--- config.mk ---
export PLATFORM = sky130hd
export DESIGN_NAME = can_status_error_interrupt
export DESIGN_NICKNAME = d
export VERILOG_FILES = /design/src/can_status_pkg.sv /design/src/can_status_error_interrupt.sv
export SDC_FILE = /design/constraint.sdc
export NUM_CORES = 1
export LEC_CHECK = 0
export ABC_AREA = 1
export BUFFER_PORTS_ARGS = -buffer_cell sky130_fd_sc_hd__buf_2
export CAP_MARGIN = 20
export CORE_MARGIN = 2
export CORE_UTILIZATION = 23
export CTS_BUF_LIST = sky130_fd_sc_hd__clkbuf_4 sky130_fd_sc_hd__clkbuf_8
export DETAILED_ROUTE_END_ITERATION = 8
export PLACE_DENSITY_LB_ADDON = 0.3
export SLEW_MARGIN = 20
export SYNTH_ARGS = -nofsm -noshare
export SYNTH_HDL_FRONTEND = slang
export SYNTH_SLANG_ARGS = --single-unit
--- constraint.sdc ---
create_clock -name clk -period 5.5 [get_ports clk]
set_input_delay 0.825 -clock clk [delete_from_list [all_inputs] [get_ports clk]]
set_output_delay 0.825 -clock clk [all_outputs]
set_load 0.02 [all_outputs]
--- src/can_status_pkg.sv ---
// constants, register map and carrier types of the can status and error block
package can_status_pkg;
  // ==========================================================
  // register offsets (byte addresses on the avalon slave)
  localparam logic [5:0] OFS_TX_PRIO = 6'h00;
  localparam logic [5:0] OFS_FIFO0 = 6'h04;
  localparam logic [5:0] OFS_FIFO1 = 6'h08;
  localparam logic [5:0] OFS_IRQ_EN = 6'h0C;
  localparam logic [5:0] OFS_ERR_STAT = 6'h10;
  localparam logic [5:0] OFS_ERR_IRQ_EN = 6'h14;
  localparam logic [5:0] OFS_TX_ERR = 6'h18;
  localparam logic [5:0] OFS_RX_ERR = 6'h1C;
  localparam logic [5:0] OFS_DIAG = 6'h20;
  localparam logic [5:0] OFS_BT_PRESCALE = 6'h24;
  localparam logic [5:0] OFS_BT_SEGMENTS = 6'h28;
  localparam logic [5:0] OFS_MASTER_STAT = 6'h2C;
  localparam logic [5:0] OFS_TX_STAT = 6'h30;
  // ==========================================================
  // field positions
  localparam int FIFO_RELEASE_BIT = 5;
  localparam int FIFO_OVR_BIT = 4;
  localparam int FIFO_FULL_BIT = 3;
  localparam int ESR_BUS_OFF_FLAG_BIT = 2;
  localparam int ESR_EPV_BIT = 1;
  localparam int ESR_EWG_BIT = 0;
  localparam int MSR_WAKE_BIT = 3;
  localparam int MSR_ERROR_IRQ_FLAG_BIT = 2;
  localparam int DIAG_LISTEN_BIT = 1;
  localparam int DIAG_LOOP_BIT = 0;
  // ==========================================================
  // reset values and limits
  localparam logic [7:0] BT_SEGMENTS_RESET = 8'h23;
  localparam logic [2:0] LEC_NONE = 3'h0;
  localparam logic [1:0] FIFO_DEPTH = 2'h3;
  localparam logic [8:0] WARN_LIMIT = 9'h060;
  localparam logic [8:0] PASSIVE_LIMIT = 9'h07F;
  localparam logic [8:0] REC_HIGH_LIMIT = 9'h080;
  localparam logic [8:0] REC_RESTART = 9'h078;
  localparam logic [8:0] ERR_STEP_BIG = 9'h008;
  localparam logic [8:0] ERR_STEP_ONE = 9'h001;
  localparam logic [8:0] TEC_SATURATE = 9'h1FF;
  // ==========================================================
  // events from the protocol engine, one-cycle pulses unless noted
  typedef struct packed {
    logic [2:0] tx_done;      // mailbox request finished
    logic [1:0] rx_store;     // message passed filtering into fifo n
    logic sof_seen;           // start of frame seen on the bus
    logic err_valid;          // bus error detected
    logic [2:0] err_code;     // error type with err_valid
    logic frame_ok;           // frame sent or received cleanly
    logic tec_inc8;           // transmit error, +8
    logic tec_dec;            // successful transmission, -1
    logic rec_inc1;           // receive error, +1
    logic rec_inc8;           // receive error, +8
    logic rec_ok;             // successful reception
    logic bus_off_recover;    // bus-off recovery done, counters cleared
  } core_events_t;
  // bit timing handed to the bit engine
  typedef struct packed {
    logic [1:0] resync_jump_width;
    logic [5:0] quantum_prescaler;
    logic [2:0] seg2;
    logic [3:0] seg1;
  } bit_timing_t;
endpackage

--- src/can_status_error_interrupt.sv ---
// status, interrupt enable, error confinement, diagnosis and bit timing registers
// Summary of operation
// - code gives next free, else lowest-priority mailbox
// - mailbox zero empty flag when nothing pending
// - release frees output box only if pending
// - store into full fifo sets overrun flag
// - full flag set at three stored messages
// - pending count up on store, down on release
// - wake-up flag interrupts when its enable set
// - per-fifo enables gate overrun and full interrupts
// - per-fifo enable gates interrupt while pending count nonzero
// - request-completed flag interrupts when enable set
// - last error code records latest bus error type
// - clean frame clears code; software may write seven
// - bus-off flag when transmit counter exceeds 255
// - error-passive flag when a counter exceeds 127
// - error-warning flag when a counter exceeds 96
// - error interrupt while enabled error flag pending
// - enables choose which error events set flag
// - transmit counter nine bits, low byte readable
// - receive counter up 1/8, down 1, or 120
// - diagnosis shows live rx pin and sample
// - silent and loop-back mode selects
// - prescale register writable only in configuration mode
// - error flag set on enabled error status event
// - wake-up flag set by start of frame asleep
// - request-completed flag set by hardware, software clears
//
// Chosen here: the placing of the registers and the Avalon-MM slave port.
`timescale 1ns/100ps
`default_nettype none
module can_status_error_interrupt
  import can_status_pkg::*;
#(
  parameter int MAILBOXES = 3
) (
  // clock and reset
  input wire logic clk,
  input wire logic rstn,
  // avalon-mm slave
  input wire logic [5:0] address,
  input wire logic read,
  input wire logic write,
  input wire logic [31:0] writedata,
  input wire logic [3:0] byteenable,
  output logic [31:0] readdata,
  output logic waitrequest,
  // protocol engine side
  input wire core_events_t events,
  input wire logic [2:0] tx_pending,
  input wire logic [1:0] tx_lowest,
  input wire logic sleep_mode,
  input wire logic config_mode,
  input wire logic sample_bit,
  input wire logic can_rx,
  // controls and interrupt lines
  output bit_timing_t bit_timing,
  output logic listen_only_sel,
  output logic loopback_sel,
  output logic [1:0] fifo_release,
  output logic status_irq,
  output logic tx_irq,
  output logic [1:0] fifo_irq
);
  initial begin
    if (MAILBOXES != 3) begin
      $error("only three transmit mailboxes are supported");
    end
  end
  // ==========================================================
  // reset release
  logic [1:0] rst_pipe; // release synchroniser
  logic rst_sync_n; // reset used by the block
  always_ff @(posedge clk or negedge rstn) begin
    if (!rstn) begin
      rst_pipe <= 2'h0;
    end else begin
      rst_pipe <= {rst_pipe[0], 1'b1};
    end
  end
  assign rst_sync_n = rst_pipe[1];
  // ==========================================================
  // bus slave: one wait cycle per access
  logic ack; // answer cycle
  logic wr_go; // write takes effect
  logic [7:0] wbyte; // low write byte
  always_ff @(posedge clk or negedge rst_sync_n) begin
    if (!rst_sync_n) begin
      ack <= 1'b0;
    end else begin
      ack <= (read || write) && !ack;
    end
  end
  assign waitrequest = (read || write) && !ack;
  assign wr_go = write && ack && byteenable[0];
  assign wbyte = writedata[7:0];
  // write strobe decode
  function automatic logic hit(input logic [5:0] ofs);
    return wr_go && (address == ofs);
  endfunction
  // ==========================================================
  // rx pin synchroniser
  logic [1:0] rx_pipe; // first stage read only by second
  always_ff @(posedge clk or negedge rst_sync_n) begin
    if (!rst_sync_n) begin
      rx_pipe <= 2'h3;
    end else begin
      rx_pipe <= {rx_pipe[0], can_rx};
    end
  end
  // ==========================================================
  // transmit mailbox status
  logic [2:0] tx_empty; // per-mailbox empty
  logic [1:0] tx_code; // mailbox code
  logic [2:0] request_done_flag; // request completed
  assign tx_empty = ~tx_pending;
  always_comb begin
    if (tx_empty[0]) begin
      tx_code = 2'h0;
    end else if (tx_empty[1]) begin
      tx_code = 2'h1;
    end else if (tx_empty[2]) begin
      tx_code = 2'h2;
    end else begin
      tx_code = tx_lowest;
    end
  end
  always_ff @(posedge clk or negedge rst_sync_n) begin
    if (!rst_sync_n) begin
      request_done_flag <= 3'h0;
    end else if (hit(OFS_TX_STAT)) begin
      request_done_flag <= (request_done_flag & ~wbyte[2:0]) | events.tx_done;
    end else begin
      request_done_flag <= request_done_flag | events.tx_done;
    end
  end
  // ==========================================================
  // receive fifos
  logic [1:0] pending_msg_count [2]; // per-fifo count
  logic [1:0] fifo_full_flag; // sticky full
  logic [1:0] fifo_overrun_flag; // sticky overrun
  logic [1:0] release_output_box; // release in progress
  logic [7:0] interrupt_enable; // interrupt enables
  genvar f;
  generate
    for (f = 0; f < 2; f++) begin : g_fifo
      logic wr_fifo; // write to this fifo register
      logic stored; // message accepted
      logic released; // output box freed
      // procedural so the decode follows the bus signals read inside hit
      always_comb begin
        wr_fifo = hit(f == 0 ? OFS_FIFO0 : OFS_FIFO1);
      end
      // locked fifo: full store is dropped
      assign stored = events.rx_store[f] && (pending_msg_count[f] != FIFO_DEPTH);
      assign released = release_output_box[f];
      // release only with a message pending
      always_ff @(posedge clk or negedge rst_sync_n) begin
        if (!rst_sync_n) begin
          release_output_box[f] <= 1'b0;
        end else begin
          release_output_box[f] <= wr_fifo && wbyte[FIFO_RELEASE_BIT]
            && !released && (pending_msg_count[f] != 2'h0);
        end
      end
      // count up on store, down on release
      always_ff @(posedge clk or negedge rst_sync_n) begin
        if (!rst_sync_n) begin
          pending_msg_count[f] <= 2'h0;
        end else if (stored && !released) begin
          pending_msg_count[f] <= pending_msg_count[f] + 2'h1;
        end else if (released && !stored) begin
          pending_msg_count[f] <= pending_msg_count[f] - 2'h1;
        end
      end
      always_ff @(posedge clk or negedge rst_sync_n) begin
        if (!rst_sync_n) begin
          fifo_full_flag[f] <= 1'b0;
        end else if (stored && !released && pending_msg_count[f] == 2'h2) begin
          fifo_full_flag[f] <= 1'b1;
        end else if (wr_fifo && wbyte[FIFO_FULL_BIT]) begin
          fifo_full_flag[f] <= 1'b0;
        end
      end
      // overrun on store into full fifo
      always_ff @(posedge clk or negedge rst_sync_n) begin
        if (!rst_sync_n) begin
          fifo_overrun_flag[f] <= 1'b0;
        end else if (events.rx_store[f] && pending_msg_count[f] == FIFO_DEPTH) begin
          fifo_overrun_flag[f] <= 1'b1;
        end else if (wr_fifo && wbyte[FIFO_OVR_BIT]) begin
          fifo_overrun_flag[f] <= 1'b0;
        end
      end
      // fifo interrupt line, enables at 1+3f..3+3f
      assign fifo_irq[f] = (fifo_overrun_flag[f] && interrupt_enable[3 + 3 * f])
        || (fifo_full_flag[f] && interrupt_enable[2 + 3 * f])
        || ((pending_msg_count[f] != 2'h0) && interrupt_enable[1 + 3 * f]);
    end
  endgenerate
  assign fifo_release = release_output_box;
  // ==========================================================
  // enable and mode registers
  logic [7:0] error_interrupt_enable; // error event enables
  logic [1:0] diag_modes; // listen-only and loop-back
  logic [7:0] bit_timing_prescale; // prescaler and jump width
  logic [6:0] bit_timing_segments; // segment lengths
  always_ff @(posedge clk or negedge rst_sync_n) begin
    if (!rst_sync_n) begin
      interrupt_enable <= 8'h00;
      error_interrupt_enable <= 8'h00;
    end else begin
      if (hit(OFS_IRQ_EN)) begin
        interrupt_enable <= wbyte;
      end
      if (hit(OFS_ERR_IRQ_EN)) begin
        error_interrupt_enable <= wbyte & 8'h97;
      end
    end
  end
  always_ff @(posedge clk or negedge rst_sync_n) begin
    if (!rst_sync_n) begin
      diag_modes <= 2'h0;
    end else if (hit(OFS_DIAG)) begin
      diag_modes <= wbyte[1:0];
    end
  end
  assign listen_only_sel = diag_modes[DIAG_LISTEN_BIT];
  assign loopback_sel = diag_modes[DIAG_LOOP_BIT];
  always_ff @(posedge clk or negedge rst_sync_n) begin
    if (!rst_sync_n) begin
      bit_timing_prescale <= 8'h00;
      bit_timing_segments <= BT_SEGMENTS_RESET[6:0];
    end else begin
      if (hit(OFS_BT_PRESCALE) && config_mode) begin
        bit_timing_prescale <= wbyte;
      end
      if (hit(OFS_BT_SEGMENTS)) begin
        bit_timing_segments <= wbyte[6:0];
      end
    end
  end
  assign bit_timing = {bit_timing_prescale, bit_timing_segments};
  // ==========================================================
  // error counters
  logic [8:0] tx_err_counter; // nine-bit transmit counter
  logic [8:0] rx_err_counter; // receive counter
  always_ff @(posedge clk or negedge rst_sync_n) begin
    if (!rst_sync_n) begin
      tx_err_counter <= 9'h000;
    end else if (events.bus_off_recover) begin
      tx_err_counter <= 9'h000;
    end else if (events.tec_inc8) begin
      tx_err_counter <= (tx_err_counter > TEC_SATURATE - ERR_STEP_BIG) ? TEC_SATURATE
        : tx_err_counter + ERR_STEP_BIG;
    end else if (events.tec_dec && tx_err_counter != 9'h000) begin
      tx_err_counter <= tx_err_counter - ERR_STEP_ONE;
    end
  end
  always_ff @(posedge clk or negedge rst_sync_n) begin
    if (!rst_sync_n) begin
      rx_err_counter <= 9'h000;
    end else if (events.bus_off_recover) begin
      rx_err_counter <= 9'h000;
    end else if (events.rec_inc8) begin
      rx_err_counter <= (rx_err_counter > TEC_SATURATE - ERR_STEP_BIG) ? TEC_SATURATE
        : rx_err_counter + ERR_STEP_BIG;
    end else if (events.rec_inc1) begin
      rx_err_counter <= (rx_err_counter == TEC_SATURATE) ? TEC_SATURATE
        : rx_err_counter + ERR_STEP_ONE;
    end else if (events.rec_ok) begin
      if (rx_err_counter > REC_HIGH_LIMIT) begin
        rx_err_counter <= REC_RESTART;
      end else if (rx_err_counter != 9'h000) begin
        rx_err_counter <= rx_err_counter - ERR_STEP_ONE;
      end
    end
  end
  // ==========================================================
  // error status
  logic bus_off_flag; // bus-off state
  logic err_passive_flag; // error passive
  logic err_warning_flag; // error warning
  logic [2:0] last_error_kind; // last error code
  logic error_irq_flag; // error interrupt flag
  logic wakeup_flag; // wake-up flag
  logic err_event; // enabled error event this cycle
  logic bus_off_prev; // bus-off flag one cycle earlier
  logic passive_prev; // error-passive flag one cycle earlier
  logic warning_prev; // error-warning flag one cycle earlier
  always_ff @(posedge clk or negedge rst_sync_n) begin
    if (!rst_sync_n) begin
      bus_off_flag <= 1'b0;
      err_passive_flag <= 1'b0;
      err_warning_flag <= 1'b0;
    end else begin
      bus_off_flag <= tx_err_counter > {1'b0, 8'hFF};
      err_passive_flag <= (tx_err_counter > PASSIVE_LIMIT) || (rx_err_counter > PASSIVE_LIMIT);
      err_warning_flag <= (tx_err_counter > WARN_LIMIT) || (rx_err_counter > WARN_LIMIT);
    end
  end
  always_ff @(posedge clk or negedge rst_sync_n) begin
    if (!rst_sync_n) begin
      last_error_kind <= LEC_NONE;
    end else if (events.err_valid) begin
      last_error_kind <= events.err_code;
    end else if (events.frame_ok) begin
      last_error_kind <= LEC_NONE;
    end else if (hit(OFS_ERR_STAT)) begin
      last_error_kind <= wbyte[6:4];
    end
  end
  // flag history for rise detection, zero after reset like the flags
  always_ff @(posedge clk or negedge rst_sync_n) begin
    if (!rst_sync_n) begin
      bus_off_prev <= 1'b0;
      passive_prev <= 1'b0;
      warning_prev <= 1'b0;
    end else begin
      bus_off_prev <= bus_off_flag;
      passive_prev <= err_passive_flag;
      warning_prev <= err_warning_flag;
    end
  end
  assign err_event = (events.err_valid && error_interrupt_enable[4])
    || (bus_off_flag && !bus_off_prev && error_interrupt_enable[2])
    || (err_passive_flag && !passive_prev && error_interrupt_enable[1])
    || (err_warning_flag && !warning_prev && error_interrupt_enable[0]);
  // sticky flags, set wins over clear
  always_ff @(posedge clk or negedge rst_sync_n) begin
    if (!rst_sync_n) begin
      error_irq_flag <= 1'b0;
      wakeup_flag <= 1'b0;
    end else begin
      error_irq_flag <= err_event
        || (error_irq_flag && !(hit(OFS_MASTER_STAT) && wbyte[MSR_ERROR_IRQ_FLAG_BIT]));
      wakeup_flag <= (events.sof_seen && sleep_mode)
        || (wakeup_flag && !(hit(OFS_MASTER_STAT) && wbyte[MSR_WAKE_BIT]));
    end
  end
  assign status_irq = (wakeup_flag && interrupt_enable[7])
    || (error_irq_flag && error_interrupt_enable[7]);
  assign tx_irq = (request_done_flag != 3'h0) && interrupt_enable[0];
  // ==========================================================
  // read data, captured in the wait cycle
  always_ff @(posedge clk or negedge rst_sync_n) begin
    if (!rst_sync_n) begin
      readdata <= 32'h0000_0000;
    end else if (read && !ack) begin
      readdata <= 32'h0000_0000;
      case (address)
        OFS_TX_PRIO: readdata[4:0] <= {tx_empty, tx_code};
        OFS_FIFO0: readdata[5:0] <= {release_output_box[0], fifo_overrun_flag[0],
          fifo_full_flag[0], 1'b0, pending_msg_count[0]};
        OFS_FIFO1: readdata[5:0] <= {release_output_box[1], fifo_overrun_flag[1],
          fifo_full_flag[1], 1'b0, pending_msg_count[1]};
        OFS_IRQ_EN: readdata[7:0] <= interrupt_enable;
        OFS_ERR_STAT: readdata[6:0] <= {last_error_kind, 1'b0, bus_off_flag,
          err_passive_flag, err_warning_flag};
        OFS_ERR_IRQ_EN: readdata[7:0] <= error_interrupt_enable;
        OFS_TX_ERR: readdata[7:0] <= tx_err_counter[7:0];
        OFS_RX_ERR: readdata[7:0] <= rx_err_counter[7:0];
        OFS_DIAG: readdata[3:0] <= {rx_pipe[1], sample_bit, diag_modes};
        OFS_BT_PRESCALE: readdata[7:0] <= config_mode ? bit_timing_prescale : 8'h00;
        OFS_BT_SEGMENTS: readdata[6:0] <= bit_timing_segments;
        OFS_MASTER_STAT: readdata[3:2] <= {wakeup_flag, error_irq_flag};
        OFS_TX_STAT: readdata[2:0] <= request_done_flag;
        default: readdata <= 32'h0000_0000;
      endcase
    end
  end
endmodule
`default_nettype wire

==> run metrics <==
status=finished, final reports clean; Placed Cells=1149; placed inst area=6060 sq um; synthesized instance count=769; Chip Height=158 microns; Antenna diodes=0; Core ar.=23400 sq um; Max-slew headroom=51.5%; Worst Clk Skew=0.0154 ns; CTS-repair resized insts=0; Power Dens Cells=261 nW/um^2; worst slew pin tran=0.727 ns; Worst R2R Setup Slack=3.50 ns; pre-CTS setup slack=3.18 ns; max incr delay on CP=0.45 ns; first-pass GRT wire length=25.9 mm; CTS sink count=85; nets=928; setup TNS=0 ns; final WL=16.5 mm; WHS=0.131 ns; initial antenna violation count=0; maximum number of pins on one net before global-route repair=78; CTS Buf Count=9; fin area=6260 sq um; Worst setup EP type=output port; Min Clock Period, post-route=2.11 ns; Die Area=25000 sq um; max-cap viol count=0; clk slew on worst S/H paths=0.09 ns; post-layout utilization of the core=26.8%; Avg WL per Cell=14.2 microns; latest clock arrival within the worst-skew pair=0.38 ns; WS Path Type=reg2out; Arrival @ worst endpoint=1.29 ns; Clock Path Buffers=2; CP startpoint kind=flip-flop; prevailing post-synth register cell=dfrtp_1; overflow left after global routing=0; CTS tree=yes; Async S/R FF share, synth=100%; Fillers=2645; final hold vios=0; num rows=56; final setup violation count=0; Final Power=1.63 mW; hold_buf cts=0; Tot GR Track Use=13.6%; Root Driver=clkbuf_8; DR pass1 iterations=5; commonest non-fill, non-tap cell in the layout=nand2_1; Reg area=2140 sq um; worst-path maximum fanout=6; Top Ports=128; register area share after synthesis=39.1%; 1st-iter DRT viols=308; LEAKAGE=3.14 nW; Peak Freq=0.473 GHz; Final Cycle Share=38.4%; multi-input logic area=2850 sq um; Avg Inst Size Synth=7.10 sq um; CP top delay family=flip-flops; Area Overhead vs Synth=14.7%; worst path bufs/invs=1; port buffer count=76; max-slew violation count=0; Cell Area, Synth=5460 sq um; PnR worst setup slack=3.39 ns; worst hold-check path type=reg2async; Synth Register Bits=85; Die Wd=158 microns; unrepaired setup endpoints after global routing=false; HPWL Detailed=12.7 mm; H-tree level count=3; DRC viols=0; Starting Density=23.3%; Synth cell types=41; vias per cell=4.35; share of layout cells above drive strength 1=16.4%; commonest cells after routing, fill and taps aside=nand2_1 (264), nor2_1 (81), dfrtp_1 (79); yosys warns=0; Slowest-stage cell, CP=dfrtp_1; routability cong.=0.846; Final ANT Viol Nets=0; vias in the first global route=4695; Post-CTS Setup Bufs=0; Max rail drop VDD=0.0000821 V; number of synthesized flops with an enable pin=0; Via Count=5072; worst path required time=4.68 ns; fin cells=1165; crit-path cells=o21ai_0 -> nand3_1 -> buf_2
sequential cells by signal, indices dropped and copies added (netlist names), 2 cells and up:
| register | cells |
|---|---|
| g_fifo.released | 2 |
| diag_modes | 2 |
| error_interrupt_enable | 5 |
| interrupt_enable | 8 |
| pending_msg_count | 4 |
| rx_err_counter | 9 |
| bit_timing_prescale | 8 |
| tx_err_counter | 9 |
| rst_pipe | 2 |
| request_done_flag | 3 |
| bit_timing_segments | 7 |
| fifo_full_flag | 2 |
| rx_pipe | 2 |
| fifo_overrun_flag | 2 |
| last_error_kind | 3 |
| readdata | 8 |
synth_stat cells (all sizes together) (5+ instances only):
cell	number	area share [%]
nand2	274	19
nor2	91	7.3
dfrtp	80	37
inv	76	5.2
o21ai	62	6.3
nand3	59	5.7
buf	37	4.9
ha	15	3.4
a21oi	12	1.2
xor2	10	1.6
nand4	8	0.92
a31oi	5	0.57
dfstp	5	2.4
nor3	5	0.55
xnor2	5	0.80
logic make-up after synthesis:
family / count (synthesis) / synth area share [%]
simple gates: 440 / 34.1
buf+inv: 116 / 10.3
compound gates: 96 / 10.5
flops: 85 / 39.1
xor+xnor: 15 / 2.41
fa+ha+maj: 15 / 3.44
other cells: 2 / 0.138
power by group:
group	switching, mW	internal (mW)	leakage (nW)	total, mW
Combinational	0.251	0.130	1.98	0.381
Clock	0.240	0.225	0.0968	0.465
Sequential	0.0911	0.696	1.06	0.787
path summary, 6_finish.rpt:
kind | start | to | cells after the start
max | pending_msg_count[2]$_DFFE_PN0P_ | fifo_irq[0] | 3
min | rst_pipe[1]$_DFF_PN0_ | last_error_kind[2]$_DFFE_PN0P_ | 0
max reg2reg | rx_err_counter[1]$_DFFE_PN0P_ | rx_err_counter[3]$_DFFE_PN0P_ | 11
min reg2reg | rst_pipe[1]$_DFF_PN0_ | last_error_kind[2]$_DFFE_PN0P_ | 0
max in group asynchronous | rst_pipe[1]$_DFF_PN0_ | tx_err_counter[1]$_DFFE_PN0P_ | 1
min in group clk | rst_pipe[0]$_DFF_PN0_ | rst_pipe[1]$_DFF_PN0_ | 0
layout make-up:
cell class / count / share of cell area, %
Clock buffer: 12 / 2.34
Clock inverter: 4 / 0.799
Inverter: 77 / 4.62
Multi-Input combinational cell: 591 / 45.5
Sequential cell: 85 / 34.1
Tap cell: 319 / 6.37
Timing Repair Buffer: 77 / 6.25
metal layers:
| layer | vias to the layer above | GRT usage [%] | wire length [microns] |
|---|---|---|---|
| met5 | - | 0 | 0 |
| met4 | 0 | 4.38 | 225 |
| li1 | 2535 | - | - |
| met1 | 2368 | 19.4 | 7990 |
| met2 | 157 | 21.4 | 7520 |
| met3 | 12 | 1.83 | 781 |
Power figures use the tool's default switching activity.
